[src/shared/homing_pkg.sv]
// Shared constants, types and register map of the homing sequencer
// Assumes a 25 MHz control clock and an AXI4-Lite register bus
`default_nettype none
package homing_pkg;
   localparam int CLK_PERIOD_NS = 40;
   localparam int MS_NS = 1000000;
   localparam int MS_CYCLES = (MS_NS + CLK_PERIOD_NS - 1) / CLK_PERIOD_NS;
   localparam int ADDR_W = 6;

   localparam logic [ADDR_W-1:0] OFS_TRIGGER = 6'h00;
   localparam logic [ADDR_W-1:0] OFS_PATTERN = 6'h04;
   localparam logic [ADDR_W-1:0] OFS_LIMIT = 6'h08;
   localparam logic [ADDR_W-1:0] OFS_FAST = 6'h0C;
   localparam logic [ADDR_W-1:0] OFS_SLOW = 6'h10;
   localparam logic [ADDR_W-1:0] OFS_RAMP = 6'h14;
   localparam logic [ADDR_W-1:0] OFS_CONTROL = 6'h18;
   localparam logic [ADDR_W-1:0] OFS_STATUS = 6'h1C;
   localparam logic [ADDR_W-1:0] OFS_IRQ_STATUS = 6'h20;
   localparam logic [ADDR_W-1:0] OFS_IRQ_MASK = 6'h24;

   localparam logic [15:0] RST_TRIGGER = 16'h0000;
   localparam logic [15:0] RST_PATTERN = 16'h0002;
   localparam logic [15:0] RST_LIMIT = 16'h0002;
   localparam logic [15:0] RST_FAST = 16'h01F4;
   localparam logic [15:0] RST_SLOW = 16'h0032;
   localparam logic [15:0] RST_RAMP = 16'h01F4;

   localparam logic [15:0] FAST_MAX = 16'h0BB8;
   localparam logic [15:0] SLOW_MAX = 16'h012C;
   localparam logic [15:0] RAMP_MAX = 16'h2710;
   localparam logic [15:0] TRIGGER_MAX = 16'h0004;
   localparam logic [15:0] PATTERN_MAX = 16'h0008;
   localparam logic [15:0] LIMIT_MAX = 16'h0005;

   localparam int CTRL_COMM_START_BIT = 0;
   localparam int IRQ_DONE_BIT = 0;
   localparam int IRQ_ALARM_BIT = 1;
   localparam int IRQ_W = 2;

   localparam logic [1:0] RESP_OKAY = 2'h0;
   localparam logic [1:0] RESP_SLVERR = 2'h2;

   typedef enum logic [2:0] {
      TRIG_OFF = 3'h0,
      TRIG_INPUT = 3'h1,
      TRIG_KEYPAD = 3'h2,
      TRIG_COMM = 3'h3,
      TRIG_FIRST_ENABLE = 3'h4
   } trigger_e;

   typedef enum logic [3:0] {
      ST_IDLE = 4'b0001,
      ST_SEARCH = 4'b0010,
      ST_INDEX = 4'b0100,
      ST_STOP = 4'b1000
   } homing_state_e;

   typedef struct packed {
      logic servo_enable;
      logic keypad_start;
      logic start_input;
      logic pos_limit;
      logic neg_limit;
      logic home_switch;
      logic index_pulse;
   } motion_pins_s;

   localparam int PINS_W = $bits(motion_pins_s);

   typedef struct packed {
      logic [15:0] trigger;
      logic [15:0] pattern;
      logic [15:0] limit;
      logic [15:0] fast;
      logic [15:0] slow;
      logic [15:0] ramp;
   } homing_cfg_s;
endpackage : homing_pkg
`default_nettype wire

[src/hdl/origin_return_sequencer.sv]
// Homing sequencer with AXI4-Lite settings, pin inputs and speed command
// Assumes raw switch and index pins; speed_cmd feeds the velocity loop
// Functional notes
// Start source 0..4: off/input/keypad/comm/first-enable
// Patterns 0/1: fast search, limit is origin
// Patterns 2-5: home edge origin, 2/3 rise
// Patterns 6/7: nearest index pulse is origin
// Pattern 8: present position is origin
// Limit setting 0-2: reverse, then index choice
// Limit setting 3-5: stop and alarm
// Patterns 0/1 never alarm on limit
// Index search after limit or home edge
// Fast 1-3000 rpm, slow 1-300 rpm
// One ramp time 1-10000 ms
// Ignore start while busy; flag completion
`default_nettype none
module origin_return_sequencer #(
   parameter int MS_TICK_CYCLES = homing_pkg::MS_CYCLES
) (
   input wire logic aclk,
   input wire logic aresetn,
   input wire logic awvalid,
   output logic awready,
   input wire logic [homing_pkg::ADDR_W-1:0] awaddr,
   input wire logic wvalid,
   output logic wready,
   input wire logic [31:0] wdata,
   input wire logic [3:0] wstrb,
   output logic bvalid,
   input wire logic bready,
   output logic [1:0] bresp,
   input wire logic arvalid,
   output logic arready,
   input wire logic [homing_pkg::ADDR_W-1:0] araddr,
   output logic rvalid,
   input wire logic rready,
   output logic [31:0] rdata,
   output logic [1:0] rresp,
   input wire logic homing_start_input,
   input wire logic keypad_start_input,
   input wire logic servo_enable_input,
   input wire logic pos_limit_input,
   input wire logic neg_limit_input,
   input wire logic home_switch_input,
   input wire logic index_pulse_input,
   output logic [15:0] speed_cmd,
   output logic direction_forward,
   output logic origin_set,
   output logic homing_busy,
   output logic homing_done,
   output logic homing_alarm,
   output logic irq
);
   import homing_pkg::*;

   initial begin
      if (MS_TICK_CYCLES < 1) $error("MS_TICK_CYCLES must be positive");
   end

   homing_cfg_s cfg_reg;
   motion_pins_s pins;
   motion_pins_s pins_prev_reg;
   homing_state_e state_reg;
   logic [IRQ_W-1:0] irq_status_reg;
   logic [IRQ_W-1:0] irq_mask_reg;
   logic [IRQ_W-1:0] irq_event;
   logic aw_got_reg;
   logic w_got_reg;
   logic [ADDR_W-1:0] waddr_reg;
   logic [31:0] wdata_reg;
   logic [3:0] wstrb_reg;
   logic wr_fire;
   logic rd_fire;
   logic comm_start_reg;
   logic first_enable_pending_reg;
   logic [15:0] target_reg;
   logic stop_alarm_reg;
   logic start_req;
   logic index_wanted_reg;
   logic [31:0] rd_value;
   logic rd_ok;
   logic wr_ok;
   logic limit_ahead;
   logic home_rise;
   logic home_fall;
   logic index_rise;
   logic enable_rise;
   logic [3:0] pat;
   logic [2:0] lim;

   pin_filter #(
      .WIDTH(PINS_W)
   ) u_pin_filter (
      .aclk(aclk),
      .aresetn(aresetn),
      .pin_async({servo_enable_input, keypad_start_input,
                  homing_start_input, pos_limit_input, neg_limit_input,
                  home_switch_input, index_pulse_input}),
      .pin_clean(pins)
   );

   speed_ramp #(
      .MS_TICK_CYCLES(MS_TICK_CYCLES)
   ) u_speed_ramp (
      .aclk(aclk),
      .aresetn(aresetn),
      .target(target_reg),
      .fast(cfg_reg.fast),
      .ramp_ms(cfg_reg.ramp),
      .speed(speed_cmd)
   );

   assign pat = cfg_reg.pattern[3:0];
   assign lim = cfg_reg.limit[2:0];
   assign home_rise = pins.home_switch & ~pins_prev_reg.home_switch;
   assign home_fall = ~pins.home_switch & pins_prev_reg.home_switch;
   assign index_rise = pins.index_pulse & ~pins_prev_reg.index_pulse;
   assign enable_rise = pins.servo_enable & ~pins_prev_reg.servo_enable;
   assign limit_ahead = direction_forward ? pins.pos_limit : pins.neg_limit;

   // Start source selection
   always_comb begin
      case (trigger_e'(cfg_reg.trigger[2:0]))
         TRIG_INPUT: start_req = pins.start_input
            & ~pins_prev_reg.start_input;
         TRIG_KEYPAD: start_req = pins.keypad_start
            & ~pins_prev_reg.keypad_start;
         TRIG_COMM: start_req = comm_start_reg;
         TRIG_FIRST_ENABLE: start_req = enable_rise
            & first_enable_pending_reg;
         default: start_req = 1'b0;
      endcase
   end

   always_ff @(posedge aclk) begin
      if (!aresetn) begin
         pins_prev_reg <= '0;
      end else begin
         pins_prev_reg <= pins;
      end
   end

   // Only the first enable after power-up may start a run
   always_ff @(posedge aclk) begin
      if (!aresetn) begin
         first_enable_pending_reg <= 1'b1;
      end else if (enable_rise) begin
         first_enable_pending_reg <= 1'b0;
      end
   end

   // Homing sequence
   always_ff @(posedge aclk) begin
      if (!aresetn) begin
         state_reg <= ST_IDLE;
         target_reg <= 16'h0000;
         direction_forward <= 1'b1;
         origin_set <= 1'b0;
         homing_busy <= 1'b0;
         homing_done <= 1'b0;
         homing_alarm <= 1'b0;
         stop_alarm_reg <= 1'b0;
         index_wanted_reg <= 1'b0;
      end else begin
         origin_set <= 1'b0;
         case (state_reg)
            ST_IDLE: begin
               target_reg <= 16'h0000;
               if (start_req) begin
                  homing_done <= 1'b0;
                  homing_alarm <= 1'b0;
                  stop_alarm_reg <= 1'b0;
                  index_wanted_reg <= 1'b0;
                  if (pat == 4'h8) begin
                     origin_set <= 1'b1;
                     homing_done <= 1'b1;
                  end else if (pat >= 4'h6) begin
                     homing_busy <= 1'b1;
                     direction_forward <= (pat == 4'h6);
                     target_reg <= cfg_reg.slow;
                     state_reg <= ST_INDEX;
                  end else begin
                     homing_busy <= 1'b1;
                     direction_forward <= ~pat[0];
                     target_reg <= cfg_reg.fast;
                     state_reg <= ST_SEARCH;
                  end
               end
            end
            ST_SEARCH: begin
               if (pat <= 4'h1 && limit_ahead) begin
                  // Limit is the marker here; never an alarm
                  if (lim == 3'h2 || lim == 3'h5) begin
                     origin_set <= 1'b1;
                     target_reg <= 16'h0000;
                     state_reg <= ST_STOP;
                  end else begin
                     if (lim == 3'h0 || lim == 3'h3) begin
                        direction_forward <= ~direction_forward;
                     end
                     target_reg <= cfg_reg.slow;
                     state_reg <= ST_INDEX;
                  end
               end else if (pat >= 4'h2 && limit_ahead) begin
                  if (lim >= 3'h3) begin
                     stop_alarm_reg <= 1'b1;
                     target_reg <= 16'h0000;
                     state_reg <= ST_STOP;
                  end else begin
                     direction_forward <= ~direction_forward;
                  end
               end else if ((pat <= 4'h3 && pat >= 4'h2 && home_rise)
                  || (pat >= 4'h4 && home_fall)) begin
                  if (lim == 3'h2 || lim == 3'h5) begin
                     origin_set <= 1'b1;
                     target_reg <= 16'h0000;
                     state_reg <= ST_STOP;
                  end else begin
                     if (lim == 3'h0 || lim == 3'h3) begin
                        direction_forward <= ~direction_forward;
                     end
                     target_reg <= cfg_reg.slow;
                     state_reg <= ST_INDEX;
                  end
               end
            end
            ST_INDEX: begin
               if (index_rise) begin
                  origin_set <= 1'b1;
                  target_reg <= 16'h0000;
                  state_reg <= ST_STOP;
               end else if (limit_ahead && pat >= 4'h6) begin
                  if (lim >= 3'h3) begin
                     stop_alarm_reg <= 1'b1;
                     target_reg <= 16'h0000;
                     state_reg <= ST_STOP;
                  end else begin
                     direction_forward <= ~direction_forward;
                  end
               end
            end
            ST_STOP: begin
               if (speed_cmd == 16'h0000) begin
                  homing_busy <= 1'b0;
                  homing_done <= ~stop_alarm_reg;
                  homing_alarm <= stop_alarm_reg;
                  state_reg <= ST_IDLE;
               end
            end
            default: begin
               state_reg <= ST_IDLE;
               target_reg <= 16'h0000;
               homing_busy <= 1'b0;
            end
         endcase
      end
   end

   // Events for the interrupt status
   assign irq_event[IRQ_DONE_BIT] = (state_reg == ST_STOP)
      && speed_cmd == 16'h0000 && !stop_alarm_reg
      || (state_reg == ST_IDLE && start_req && pat == 4'h8);
   assign irq_event[IRQ_ALARM_BIT] = (state_reg == ST_STOP)
      && speed_cmd == 16'h0000 && stop_alarm_reg;

   // AXI4-Lite write channel
   assign wr_fire = aw_got_reg && w_got_reg && !bvalid;

   always_ff @(posedge aclk) begin
      if (!aresetn) begin
         aw_got_reg <= 1'b0;
         w_got_reg <= 1'b0;
         awready <= 1'b1;
         wready <= 1'b1;
         waddr_reg <= '0;
         wdata_reg <= 32'h00000000;
         wstrb_reg <= 4'h0;
         bvalid <= 1'b0;
         bresp <= RESP_OKAY;
      end else begin
         if (awvalid && awready) begin
            aw_got_reg <= 1'b1;
            awready <= 1'b0;
            waddr_reg <= awaddr;
         end
         if (wvalid && wready) begin
            w_got_reg <= 1'b1;
            wready <= 1'b0;
            wdata_reg <= wdata;
            wstrb_reg <= wstrb;
         end
         if (wr_fire) begin
            aw_got_reg <= 1'b0;
            w_got_reg <= 1'b0;
            bvalid <= 1'b1;
            bresp <= wr_ok ? RESP_OKAY : RESP_SLVERR;
         end
         if (bvalid && bready) begin
            bvalid <= 1'b0;
            awready <= 1'b1;
            wready <= 1'b1;
         end
      end
   end

   function automatic logic [15:0] merge(input logic [15:0] old,
      input logic [31:0] d, input logic [3:0] s);
      merge = {s[1] ? d[15:8] : old[15:8], s[0] ? d[7:0] : old[7:0]};
   endfunction : merge

   function automatic logic [15:0] clip(input logic [15:0] v,
      input logic [15:0] lo, input logic [15:0] hi);
      clip = (v < lo) ? lo : (v > hi) ? hi : v;
   endfunction : clip

   always_comb begin
      case (waddr_reg)
         OFS_TRIGGER, OFS_PATTERN, OFS_LIMIT, OFS_FAST, OFS_SLOW,
            OFS_RAMP, OFS_CONTROL, OFS_IRQ_MASK: wr_ok = 1'b1;
         default: wr_ok = 1'b0;
      endcase
   end

   // Settings, held in range so the sequencer never sees a bad value
   always_ff @(posedge aclk) begin
      if (!aresetn) begin
         cfg_reg <= {RST_TRIGGER, RST_PATTERN, RST_LIMIT, RST_FAST,
                     RST_SLOW, RST_RAMP};
         irq_mask_reg <= '0;
         comm_start_reg <= 1'b0;
      end else begin
         comm_start_reg <= 1'b0;
         if (wr_fire) begin
            case (waddr_reg)
               OFS_TRIGGER: cfg_reg.trigger <= clip(merge(cfg_reg.trigger,
                  wdata_reg, wstrb_reg), 16'h0000, TRIGGER_MAX);
               OFS_PATTERN: cfg_reg.pattern <= clip(merge(cfg_reg.pattern,
                  wdata_reg, wstrb_reg), 16'h0000, PATTERN_MAX);
               OFS_LIMIT: cfg_reg.limit <= clip(merge(cfg_reg.limit,
                  wdata_reg, wstrb_reg), 16'h0000, LIMIT_MAX);
               OFS_FAST: cfg_reg.fast <= clip(merge(cfg_reg.fast,
                  wdata_reg, wstrb_reg), 16'h0001, FAST_MAX);
               OFS_SLOW: cfg_reg.slow <= clip(merge(cfg_reg.slow,
                  wdata_reg, wstrb_reg), 16'h0001, SLOW_MAX);
               OFS_RAMP: cfg_reg.ramp <= clip(merge(cfg_reg.ramp,
                  wdata_reg, wstrb_reg), 16'h0001, RAMP_MAX);
               OFS_CONTROL: comm_start_reg <= wstrb_reg[0]
                  && wdata_reg[CTRL_COMM_START_BIT];
               OFS_IRQ_MASK: if (wstrb_reg[0]) begin
                  irq_mask_reg <= wdata_reg[IRQ_W-1:0];
               end
               default: ;
            endcase
         end
      end
   end

   // AXI4-Lite read channel
   assign rd_fire = arvalid && arready;

   always_comb begin
      rd_value = 32'h00000000;
      rd_ok = 1'b1;
      case (araddr)
         OFS_TRIGGER: rd_value[15:0] = cfg_reg.trigger;
         OFS_PATTERN: rd_value[15:0] = cfg_reg.pattern;
         OFS_LIMIT: rd_value[15:0] = cfg_reg.limit;
         OFS_FAST: rd_value[15:0] = cfg_reg.fast;
         OFS_SLOW: rd_value[15:0] = cfg_reg.slow;
         OFS_RAMP: rd_value[15:0] = cfg_reg.ramp;
         OFS_CONTROL: rd_value = 32'h00000000;
         OFS_STATUS: rd_value[7:0] = {state_reg, 1'b0, homing_alarm,
            homing_done, homing_busy};
         OFS_IRQ_STATUS: rd_value[IRQ_W-1:0] = irq_status_reg;
         OFS_IRQ_MASK: rd_value[IRQ_W-1:0] = irq_mask_reg;
         default: rd_ok = 1'b0;
      endcase
   end

   always_ff @(posedge aclk) begin
      if (!aresetn) begin
         arready <= 1'b1;
         rvalid <= 1'b0;
         rdata <= 32'h00000000;
         rresp <= RESP_OKAY;
      end else begin
         if (rd_fire) begin
            arready <= 1'b0;
            rvalid <= 1'b1;
            rdata <= rd_value;
            rresp <= rd_ok ? RESP_OKAY : RESP_SLVERR;
         end
         if (rvalid && rready) begin
            rvalid <= 1'b0;
            arready <= 1'b1;
         end
      end
   end

   // Sticky events, cleared by a read; a new event wins over the clear
   always_ff @(posedge aclk) begin
      if (!aresetn) begin
         irq_status_reg <= '0;
      end else if (rd_fire && araddr == OFS_IRQ_STATUS) begin
         irq_status_reg <= irq_event;
      end else begin
         irq_status_reg <= irq_status_reg | irq_event;
      end
   end

   always_ff @(posedge aclk) begin
      if (!aresetn) begin
         irq <= 1'b0;
      end else begin
         irq <= |(irq_status_reg & irq_mask_reg);
      end
   end
endmodule : origin_return_sequencer
`default_nettype wire

[src/hdl/pin_filter.sv]
// Three-stage synchroniser for pins from outside the clock domain
// A change is taken once the second and third stages agree
`default_nettype none
module pin_filter #(
   parameter int WIDTH = 1
) (
   input wire logic aclk,
   input wire logic aresetn,
   input wire logic [WIDTH-1:0] pin_async,
   output logic [WIDTH-1:0] pin_clean
);
   initial begin
      if (WIDTH < 1) $error("pin_filter: WIDTH must be at least 1");
   end

   for (genvar i = 0; i < WIDTH; i++) begin : g_bit
      logic s1_reg;
      logic s2_reg;
      logic s3_reg;
      always_ff @(posedge aclk) begin
         if (!aresetn) begin
            s1_reg <= 1'b0;
            s2_reg <= 1'b0;
            s3_reg <= 1'b0;
            pin_clean[i] <= 1'b0;
         end else begin
            s1_reg <= pin_async[i];
            s2_reg <= s1_reg;
            s3_reg <= s2_reg;
            if (s2_reg == s3_reg) begin
               pin_clean[i] <= s3_reg;
            end
         end
      end
   end
endmodule : pin_filter
`default_nettype wire

[src/hdl/speed_ramp.sv]
// Speed ramp: moves the speed toward its target at the fast speed per ramp time
// Slope is the fast speed reached from zero in ramp_ms milliseconds
`default_nettype none
module speed_ramp #(
   parameter int MS_TICK_CYCLES = 25000
) (
   input wire logic aclk,
   input wire logic aresetn,
   input wire logic [15:0] target,
   input wire logic [15:0] fast,
   input wire logic [15:0] ramp_ms,
   output logic [15:0] speed
);
   import homing_pkg::*;

   logic [31:0] tick_cnt_reg;
   logic [31:0] acc_reg;
   logic tick;

   initial begin
      if (MS_TICK_CYCLES < 1) $error("speed_ramp: bad MS_TICK_CYCLES");
   end

   assign tick = (tick_cnt_reg == 32'(MS_TICK_CYCLES - 1));

   // Millisecond enable
   always_ff @(posedge aclk) begin
      if (!aresetn) begin
         tick_cnt_reg <= 32'h00000000;
      end else if (tick) begin
         tick_cnt_reg <= 32'h00000000;
      end else begin
         tick_cnt_reg <= tick_cnt_reg + 32'h00000001;
      end
   end

   // Each ms adds the fast speed; each ramp_ms worth spent is one rpm step
   always_ff @(posedge aclk) begin
      if (!aresetn) begin
         acc_reg <= 32'h00000000;
         speed <= 16'h0000;
      end else if (speed == target) begin
         acc_reg <= 32'h00000000;
      end else if (acc_reg >= {16'h0000, ramp_ms} && ramp_ms != 16'h0000) begin
         acc_reg <= acc_reg - {16'h0000, ramp_ms};
         speed <= (speed < target) ? speed + 16'h0001 : speed - 16'h0001;
      end else if (ramp_ms == 16'h0000) begin
         speed <= target;
      end else if (tick) begin
         acc_reg <= acc_reg + {16'h0000, fast};
      end
   end
endmodule : speed_ramp
`default_nettype wire

[config.mk]
export PLATFORM = sky130hd
export DESIGN_NAME = origin_return_sequencer
export DESIGN_NICKNAME = d
export VERILOG_FILES = /design/src/shared/homing_pkg.sv /design/src/hdl/origin_return_sequencer.sv /design/src/hdl/pin_filter.sv /design/src/hdl/speed_ramp.sv
export SDC_FILE = /design/constraint.sdc
export NUM_CORES = 1
export LEC_CHECK = 0
export BUFFER_PORTS_ARGS = -buffer_cell sky130_fd_sc_hd__buf_2
export CORE_MARGIN = 8
export CORE_UTILIZATION = 45
export DETAILED_ROUTE_END_ITERATION = 7
export GPL_TIMING_DRIVEN = 0
export PLACE_DENSITY_LB_ADDON = 0.15
export SYNTH_ARGS = -nofsm -noshare
export SYNTH_HDL_FRONTEND = slang
export SYNTH_HIERARCHICAL = 1
export SYNTH_SLANG_ARGS = --single-unit
[constraint.sdc]
create_clock -name aclk -period 4.9 [get_ports aclk]
set_clock_uncertainty 0.15 [all_clocks]
set_input_delay 0.49 -clock aclk [delete_from_list [all_inputs] [get_ports aclk]]
set_output_delay 0.49 -clock aclk [all_outputs]
set_load 0.02 [all_outputs]
==> results of run 1 <==
==> worst min-delay path by stage <==
stage / slack (ps) / endpoint / cells past startpoint / from
floorplan: 260 / u_pin_filter/g_bit[0].s2_reg / 1 / u_pin_filter/g_bit[0].s1_reg
global placement: 270 / u_pin_filter/g_bit[3].s2_reg / 1 / u_pin_filter/g_bit[3].s1_reg
detailed placement: 270 / u_pin_filter/g_bit[2].s2_reg / 1 / u_pin_filter/g_bit[2].s1_reg
CTS: 2 / wready / 2 / wvalid
global route: 8 / u_pin_filter/g_bit[3].s1_reg / 2 / pos_limit_input
finish: 20 / u_pin_filter/g_bit[0].s1_reg / 2 / index_pulse_input
==> per-layer routing <==
metal | up-vias | share of wire [%] | GRT usage (%)
met3 | 92 | 7.6 | 3.96
met2 | 610 | 43 | 36.0
met4 | 0 | 3.2 | 8.50
met1 | 7058 | 46 | 34.2
met5 | - | 0 | 0
li1 | 7079 | - | -
==> critical path, delay by kind of cell (launching register included) <==
kind,cells,cell delay [ps]
xor gates and xnor gates,1,170
adders and majority gates,2,640
AOI/OAI and AO/OA,12,2640
buffers and inverters,1,240
DFF,1,450
==> cells by family (layout without fill, tap and decap cells) <==
| logic type | Yosys count | in the layout | share of synthesized area (%) |
|---|---|---|---|
| simple gates | 725 | 725 | 24.5 |
| compound gates | 484 | 484 | 21.8 |
| flops | 291 | 291 | 36.7 |
| buf+inv | 180 | 327 | 5.56 |
| xor+xnor | 76 | 76 | 4.19 |
| fa+ha+maj | 67 | 67 | 5.42 |
| mux | 25 | 25 | 1.81 |
| other cells | 1 | 18 | 0.0236 |
==> power groups by stage <==
stage                     clock, mW  combinational (mW)  sequential, mW
after global placement            0                3.70            2.84
after detailed placement          0                3.76            2.84
after global routing           3.05                4.24            2.82
after floorplan                   0                2.91            2.85
after CTS                      2.95                3.78            2.79
final                          2.91                3.83            2.79
==> area by class of cell <==
class	count	area (µm²)
repair buffers	86	435
plain buffers	109	614
well taps	461	577
multi-input cells	1395	9230
flip-flops and latches	291	5830
clock buffers	48	1050
inverters	71	269
clock inverters	13	249
fillers	3347	16900
==> cell usage after synthesis, types with 9 or more instances <==
cell      number
nand3_1       52
a21o_1        26
xnor2_1       43
nor3_1        40
xor2_1        33
nor4_1        48
o21ai_0       73
a22oi_1       19
clkbuf_1      57
dfxtp_1      291
o21a_1        14
a221o_1       19
a31oi_1       31
mux2i_1       15
nand2_1      160
o221ai_1      17
a222oi_1      25
and2_2        14
and2_1        66
nand2b_1      27
ha_1          64
buf_6         13
and3_1        45
nand4_1       26
a211oi_1      10
buf_4         24
inv_1         70
a21oi_1      107
nor2_1       155
o211ai_1      11
buf_2         10
or3_1          9
==> placed cells by master (no fill, tap or decap), types with 24 or more instances in the layout <==
master | synthesis | routed
buf_4 | 24 | 24
inv_1 | 70 | 69
nand2b_1 | 27 | 27
nand3_1 | 52 | 52
a21oi_1 | 107 | 107
a21o_1 | 26 | 26
o21ai_0 | 73 | 73
nor2_1 | 155 | 155
nor3_1 | 40 | 40
nor4_1 | 48 | 48
clkbuf_1 | 57 | 60
and2_1 | 66 | 66
nand2_1 | 160 | 160
dfxtp_1 | 291 | 291
a222oi_1 | 25 | 25
buf_2 | 10 | 95
xor2_1 | 33 | 33
a31oi_1 | 31 | 31
nand4_1 | 26 | 26
xnor2_1 | 43 | 43
clkbuf_16 | 0 | 37
and3_1 | 45 | 45
ha_1 | 64 | 64
==> metrics by stage <==
| step | instances | utilization, % |
|---|---|---|
| 2_1_floorplan | 1866 | - |
| 3_3_place_gp | 2412 | 48.2 |
| 3_5_place_dp | 2412 | 48.2 |
| 4_1_cts | 2474 | 51.9 |
| 5_1_grt | 2474 | 51.9 |
| 6_report | 2474 | 51.9 |
==> repair_timing <==
item | in CTS | in global routing
endpoints found under the hold margin | 1 | 0
setup endpoints to repair | 0 | 1
setup buffers | 0 | 0
resized for setup | 0 | 1
hold buffers | 1 | 0
==> flow_summary.toml, run 1 <==
[detailed_routing]
postRouteAntennaNets = 0
drt_wl_total_um = 51400
first_iter_violations = 1499
wl_per_cell_um = 20.8
drc = 4
num_vias = 14800
viasPerCell = 6.00
firstDrtPassIters = 8

[worst_setup_path]
cp-startpoint = "u_speed_ramp/speed[13]"
crit_path_max_incr_delay_ps = 450
regToRegSetupSlack_ps = 480
cp_cell_sequence = "ha_1 -> a21o_1 -> a21o_1 -> a221oi_1 -> o21ai_0 -> a21oi_1 -> inv_2 -> ha_1 -> a211o_1 -> a21oi_1 -> o21ai_0 -> a31oi_1 -> a21oi_1 -> o22ai_1 -> xnor2_1 -> o221ai_1"
crit_path_start_kind = "flop"
crit_slowest_cell = "dfxtp_1"
required_ps = 5130
crit_fanout = 15
r2r-start = "u_speed_ramp/speed[13]"
ff2ff_path_depth = 16
r2r_end = "u_speed_ramp/speed[15]"
cpMostUsedCell = "a21oi_1"
end_kind = "flop"
crit_path_end = "u_speed_ramp/speed[15]"
critPathArrivalTime_ps = 4650
path_class = "reg2reg"

[grt]
antenna_found_initial = 1
grt_pass1_wl_um = 79900
grt_usage_pct = 24.0
grt_max_degree = 18
overflow = 0
grt_pass1_vias = 14000

[final_layout]
syn_to_final_growth_pct = 14.9
drive_gt1_share_pct = 13.4
largest_register_ffs = 96
nets = 2117
final_area_um2 = 18300
antenna_cells = 0

[synth]
seq_area_frac_synth_pct = 36.7
synth_area_leaders = "dfxtp_1 37%, ha_1 5.0%, nand2_1 3.8%, nor2_1 3.7%, a21oi_1 3.4%"
ys_ff_latch = 291
syn_avg_cell_area_um2 = 8.59
syn_area_um2 = 15900
async_reset_ff_share_pct = 0
postSynthCellCount = 1849
synth_largest_area_cell = "dfxtp_1"
synth_top_area_share_pct = 36.7
ys.flop_type = "dfxtp_1"
ys_types = 116
ys.warnings.count = 6
synth_edf_count = 0

[timing]
min_period_ps = 4420
tns_ps = 0
rsz0062_at_grt = "false"
whs_ps = 15.3
fmax_mhz = 226
max-slew-margin-rel_pct = 28.0
fin_crit_sh_pct = 90.2
final_hold_viol_count = 0
fin_ws_ps = 482
worst_slew_pin_slew_ps = 1070
slew_violations = 0
setup_viol = 0

[cts]
clk_path_buf_depth = 3
htreeDepth = 2
clkSlewWorstSetupHoldPaths_ps = 60
cts_tree = "yes"
cts.sinks = 291
cts_buffers = 34
clock_latency_ps = 530
clk_root_buffer_cell = "clkbuf_16"

[power_and_ir_drop]
intPower_mw = 6.09
p_sw_mw = 3.45
power.static_leakage_nw = 7.38
power_frac_seq_pct = 29.3
powerDensity_nw_per_um2 = 523
finalPower_mw = 9.54
p_clk_share_pct = 30.5
pwr-share-comb_pct = 40.2
peakVddDrop_uv = 592
sw_frac_of_total_pct = 36.2

[run]
maxCapViolCount = 0

[hold_path]
hold_class = "in2reg"

[place]
gp_congestion = 0.938
place_ws_ps = 356
io_buffers = 85
dp_hpwl_um = 38800
placed_area_um2 = 16900

[outcome]
violations = "design-rule violations"
status = "complete, but fails checks"

[floorplanning]
die_area_um2 = 41600
die_y_um = 204
pin_count = 125
die_x_um = 204
num_rows = 69
core_area_um2 = 35100
start_util_pct = 45.2
Power figures use the tool's default switching activity.
==> run 2, diff against run 1 <==
--- a/config.mk
+++ b/config.mk
@@ -10,2 +10,3 @@
 export CORE_UTILIZATION = 45
+export CTS_CLUSTER_SIZE = 40
 export DETAILED_ROUTE_END_ITERATION = 7
==> constraint.sdc (replaced) <==
create_clock -name aclk -period 5.7 [get_ports aclk]
set_clock_uncertainty 0.15 [all_clocks]
set_input_delay 0.57 -clock aclk [delete_from_list [all_inputs] [get_ports aclk]]
set_output_delay 0.57 -clock aclk [all_outputs]
set_load 0.05 [all_outputs]
==> run 2 against run 1 <==
The flow still finishes with violations (design-rule violations). First-iteration DRC count grew 6.5%. Setup slack gained 650 ps. Core utilization is essentially flat. Power shrank 13%. Register-to-register slack gained 650 ps. Hold slack gained 80 ps. Non-clock buffer count shrank 1. Via count shrank 0.40%. Critical path depth is the same. Sequential cell count is the same. Maximum frequency shrank 3.2%. Sequential power shrank 14%.
==> flow_summary.toml, run 2 (synthesis gave the netlist of run 1 again) <==
[outcome]
status = "complete, but fails checks"
violations = "design-rule violations"

[worst_setup_path]
critPathArrivalTime_ps = 4800
path_class = "reg2reg"
end_kind = "flop"
crit_path_start_kind = "flop"
r2r_end = "u_speed_ramp/speed[15]"
required_ps = 5930
r2r-start = "u_speed_ramp/speed[13]"
crit_path_end = "u_speed_ramp/speed[15]"
crit_fanout = 15
ff2ff_path_depth = 16
cp-startpoint = "u_speed_ramp/speed[13]"
regToRegSetupSlack_ps = 1130

[cts]
cts_hold_buffers = 0
clk_path_buf_depth = 3
clk_root_buffer_cell = "clkbuf_16"
cts_setup_buffers = 0
htreeDepth = 2
cts.sinks = 291
clkSlewWorstSetupHoldPaths_ps = 60
cts_buffers = 34
cts_resized = 0
clock_latency_ps = 530
cts_tree = "yes"

[detailed_routing]
wl_per_cell_um = 20.8
first_iter_violations = 1596
postRouteAntennaNets = 0
drc = 19
firstDrtPassIters = 8
num_vias = 14800
drt_wl_total_um = 51500
viasPerCell = 5.98

[final_layout]
final_common_cell = "dfxtp_1"
regArea_um2 = 5830
fin_util_pct = 51.9
nets = 2116
instances_no_fill = 2473
drive_gt1_share_pct = 13.4
antenna_cells = 0
largest_register_ffs = 96
fill_cells = 3348
final_cell_mix = "291 x dfxtp_1, 160 x nand2_1, 155 x nor2_1"
syn_to_final_growth_pct = 14.9
multi_input_area_um2 = 9230

[power_and_ir_drop]
power_frac_seq_pct = 28.8
power.static_leakage_nw = 7.38
powerDensity_nw_per_um2 = 457
p_sw_mw = 3.11
pwr-share-comb_pct = 41.2
p_clk_share_pct = 30.0
intPower_mw = 5.23
peakVddDrop_uv = 502
sw_frac_of_total_pct = 37.2

[timing]
fin_crit_sh_pct = 80.1
fmax_mhz = 219
min_period_ps = 4570
setup_viol = 0
max-slew-margin-rel_pct = 28.4
worst_slew_pin_slew_ps = 1060
final_hold_viol_count = 0
tns_ps = 0
rsz0062_at_grt = "false"
slew_violations = 0

[place]
io_buffers = 85
gp_congestion = 0.938
dp_hpwl_um = 38800
dp_cells = 2412

[floorplanning]
die_x_um = 204
start_util_pct = 45.2
pin_count = 125
die_area_um2 = 41600
num_rows = 69
core_area_um2 = 35100
die_y_um = 204

[grt]
overflow = 0
grt_max_degree = 18
antenna_found_initial = 1
grt_pass1_wl_um = 79900
grt_pass1_vias = 14000
grt_usage_pct = 24.0

[run]
maxCapViolCount = 0

[hold_path]
hold_class = "in2reg"
run 2: cell types whose count changed in the layout (fill, tap and decap cells not counted), sizes merged:
| cell | change |
|---|---|
| dlygate4sd3 | -1 |
run 2: area by class of cell:
type | instances | area share (%)
Buffer | 109 | 3.37
Clock buffer | 48 | 5.74
Timing Repair Buffer | 85 | 2.33
Clock inverter | 13 | 1.36
Inverter | 71 | 1.47
Tap cell | 461 | 3.16
Sequential cell | 291 | 31.9
Multi-Input combinational cell | 1395 | 50.6
run 2: metal layers:
metal	GRT usage (%)	share of wire (%)
met4	8.50	3.0
met3	3.96	7.8
met5	0	0
met2	36.0	43
met1	34.2	46
run 2: power by group through the flow:
stage / clock network, mW / registers (mW) / logic [mW]
floorplan: 0 / 2.58 / 2.51
global placement: 0 / 2.44 / 3.33
detailed placement: 0 / 2.45 / 3.38
CTS: 2.53 / 2.40 / 3.40
global route: 2.62 / 2.42 / 3.79
finish: 2.51 / 2.40 / 3.43
run 2: worst max-delay path, cell delays in order, from the launching register on:
cell      delay, ps
dfxtp_1         450
ha_1            290
a21o_1          180
a21o_1          170
a221oi_1        280
o21ai_0         130
a21oi_1         300
inv_1           350
ha_1            400
a211o_1         310
a21oi_1         210
o21ai_0         180
a31oi_1         340
a21oi_1         130
o22ai_1         250
xnor2_1         170
o221ai_1        140
run 2: worst min path at each step:
stage | startpoint | endpoint | slack, ps | cells past startpoint
detailed placement | u_pin_filter/g_bit[2].s1_reg | u_pin_filter/g_bit[2].s2_reg | 270 | 1
CTS | neg_limit_input | u_pin_filter/g_bit[2].s1_reg | 70 | 2
global placement | u_pin_filter/g_bit[3].s1_reg | u_pin_filter/g_bit[3].s2_reg | 270 | 1
global route | pos_limit_input | u_pin_filter/g_bit[3].s1_reg | 90 | 2
finish | neg_limit_input | u_pin_filter/g_bit[2].s1_reg | 100 | 2
floorplan | u_pin_filter/g_bit[0].s1_reg | u_pin_filter/g_bit[0].s2_reg | 260 | 1
run 2: per-stage QoR:
step	hold slack (ps)	cell area [µm²]	setup slack (ps)	power, mW
after floorplan	262	15900	1470	5.10
after global placement	268	16900	1230	5.77
after detailed placement	271	16900	1160	5.82
after CTS	74.8	18200	1150	8.33
after global routing	88.0	18200	739	8.83
final	95.0	18200	1130	8.34
==> run 3, diff against run 2 <==
Clock period 5.7 ns to 3.66 ns, I/O delays scaled along.
==> run 3 against run 2 <==
The run ends with design-rule violations, negative setup slack left. Register-to-register slack got worse by 1200 ps. Sequential power rose by 57%. Non-clock buffer count rose by 58. Core utilization rose by 2.5 points. Clock-buffer cell count rose by 3. Wire length rose by 1.7%. Maximum frequency rose by 22%. First-iteration DRC count fell by 9.0%. Cell count rose by 2.5%. Largest power group unchanged. Highest routed layer unchanged.
==> flow_summary.toml, run 3 (synthesis gave the netlist of run 1 again) <==
[cts]
clock_latency_ps = 530
clk_root_buffer_cell = "clkbuf_16"
cts.sinks = 291
htreeDepth = 2
clkSlewWorstSetupHoldPaths_ps = 60
cts_buffers = 35
clk_path_buf_depth = 3
cts_tree = "yes"

[grt]
overflow = 0
grt_pass1_wl_um = 81200
grt_usage_pct = 24.3
grt_pass1_vias = 14500
grt_max_degree = 18
antenna_found_initial = 0

[worst_setup_path]
critPathArrivalTime_ps = 4050
path_class = "reg2reg"
crit_path_start_kind = "flop"
crit_path_max_incr_delay_ps = 340
crit_fanout = 6
required_ps = 3960
regToRegSetupSlack_ps = -100
cp-startpoint = "target_reg[13]"
cp_cell_sequence = "inv_2 -> ha_4 -> a21o_1 -> a21o_1 -> a221oi_2 -> o21ai_1 -> a21oi_2 -> bufinv_8 -> buf_12 -> buf_12 -> ha_1 -> nand2_1 -> nor2_2 -> o2bb2ai_1 -> a31oi_4 -> a31o_2 -> xnor2_1 -> o221ai_1 -> a21oi_1"
r2r_end = "u_speed_ramp/speed[13]"
crit_slowest_cell = "dfxtp_2"
ff2ff_path_depth = 19
end_kind = "flop"
r2r-start = "target_reg[13]"

[final_layout]
largest_register_ffs = 96
nets = 2175
final_common_cell = "dfxtp_1"
syn_to_final_growth_pct = 20.3
drive_gt1_share_pct = 17.1
final_cell_mix = "268 x dfxtp_1, 160 x nand2_1, 154 x nor2_1"
final_area_um2 = 19100

[place]
place_ws_ps = -554
gp_congestion = 0.960
dp_hpwl_um = 38300
placed_area_um2 = 17000
io_buffers = 85

[timing]
fin_crit_sh_pct = 103
whs_ps = 12.1
worst_slew_pin_slew_ps = 1370
rsz0062_at_grt = "true"
setup_viol = 4
slew_violations = 0
max-slew-margin-rel_pct = 7.71
final_hold_viol_count = 0
min_period_ps = 3760
fmax_mhz = 266
tns_ps = -230
fin_ws_ps = -96.5

[power_and_ir_drop]
peakVddDrop_uv = 644
intPower_mw = 8.77
p_clk_share_pct = 27.7
power_frac_seq_pct = 27.0
sw_frac_of_total_pct = 37.3
p_sw_mw = 5.21
pwr-share-comb_pct = 45.3
power.static_leakage_nw = 7.70
powerDensity_nw_per_um2 = 731
finalPower_mw = 14.0

[outcome]
status = "complete, but fails checks"
violations = "design-rule violations, negative setup slack"

[floorplanning]
start_util_pct = 45.2
die_x_um = 204
die_area_um2 = 41600
pin_count = 125
die_y_um = 204
num_rows = 69
core_area_um2 = 35100

[detailed_routing]
drc = 9
viasPerCell = 5.98
firstDrtPassIters = 8
first_iter_violations = 1452
postRouteAntennaNets = 0
drt_wl_total_um = 52400
num_vias = 15200
wl_per_cell_um = 20.7

[hold_path]
hold_class = "in2reg"
hold_start = "arvalid"
whs_path_depth = 3
min_delay_worst_endpoint = "arready"

[run]
maxCapViolCount = 0
[run 3: cell type report]
type | instances | area [µm²]
Clock buffer | 51 | 1050
Tap cell | 461 | 577
Sequential cell | 291 | 5860
Multi-Input combinational cell | 1395 | 9500
Buffer | 109 | 619
Fill cell | 3279 | 16000
Clock inverter | 12 | 244
Antenna cell | 2 | 5.00
Inverter | 71 | 283
Timing Repair Buffer | 143 | 973
[run 3: power groups by stage]
stage / sequential, mW / clock [mW] / combinational (mW)
6_report: 3.77 / 3.88 / 6.33
2_1_floorplan: 4.04 / 0 / 3.99
5_1_grt: 3.81 / 4.06 / 6.88
3_3_place_gp: 3.82 / 0 / 5.29
4_1_cts: 3.75 / 3.93 / 5.88
3_5_place_dp: 3.82 / 0 / 5.37
[run 3: critical path, delay by kind of cell, from the launching register on]
family                     cells  cell delay, ps
xor gates and xnor gates       1             160
DFF                            1             340
and+or+nand+nor                2             290
adders and majority gates      2             540
buffers and inverters          4             540
AOI/OAI and AO/OA             10            1680
[run 3: stage by stage]
| stage | utilization [%] | instances |
|---|---|---|
| final | 54.4 | 2535 |
| after global routing | 54.4 | 2533 |
| after CTS | 53.9 | 2528 |
| after detailed placement | 48.4 | 2412 |
| after global placement | 48.4 | 2412 |
| after floorplan | - | 1866 |
[run 3: repair_timing]
action	4_1_cts	5_1_grt
buffers inserted	18	5
pin swaps	19	18
gates resized for setup	34	24
hold buffers	35	0
setup endpoints to repair	12	20
hold endpoints to repair	36	0
cloned	0	0
[run 3: layer usage]
layer	part of all wire, %	vias up	GRT usage (%)
met1	45	7268	33.7
met3	8.0	110	4.39
met5	0	-	0
li1	-	7212	-
met2	44	580	37.2
met4	3.2	0	8.75
[run 3: worst max-delay path by stage]
stage	cells past startpoint	slack, ps	end
2_1_floorplan	16	2	u_speed_ramp/speed[15]
3_3_place_gp	17	-540	u_speed_ramp/speed[15]
3_5_place_dp	17	-550	u_speed_ramp/speed[15]
4_1_cts	17	-110	u_speed_ramp/speed[12]
5_1_grt	19	-260	u_speed_ramp/speed[13]
6_report	19	-100	u_speed_ramp/speed[13]
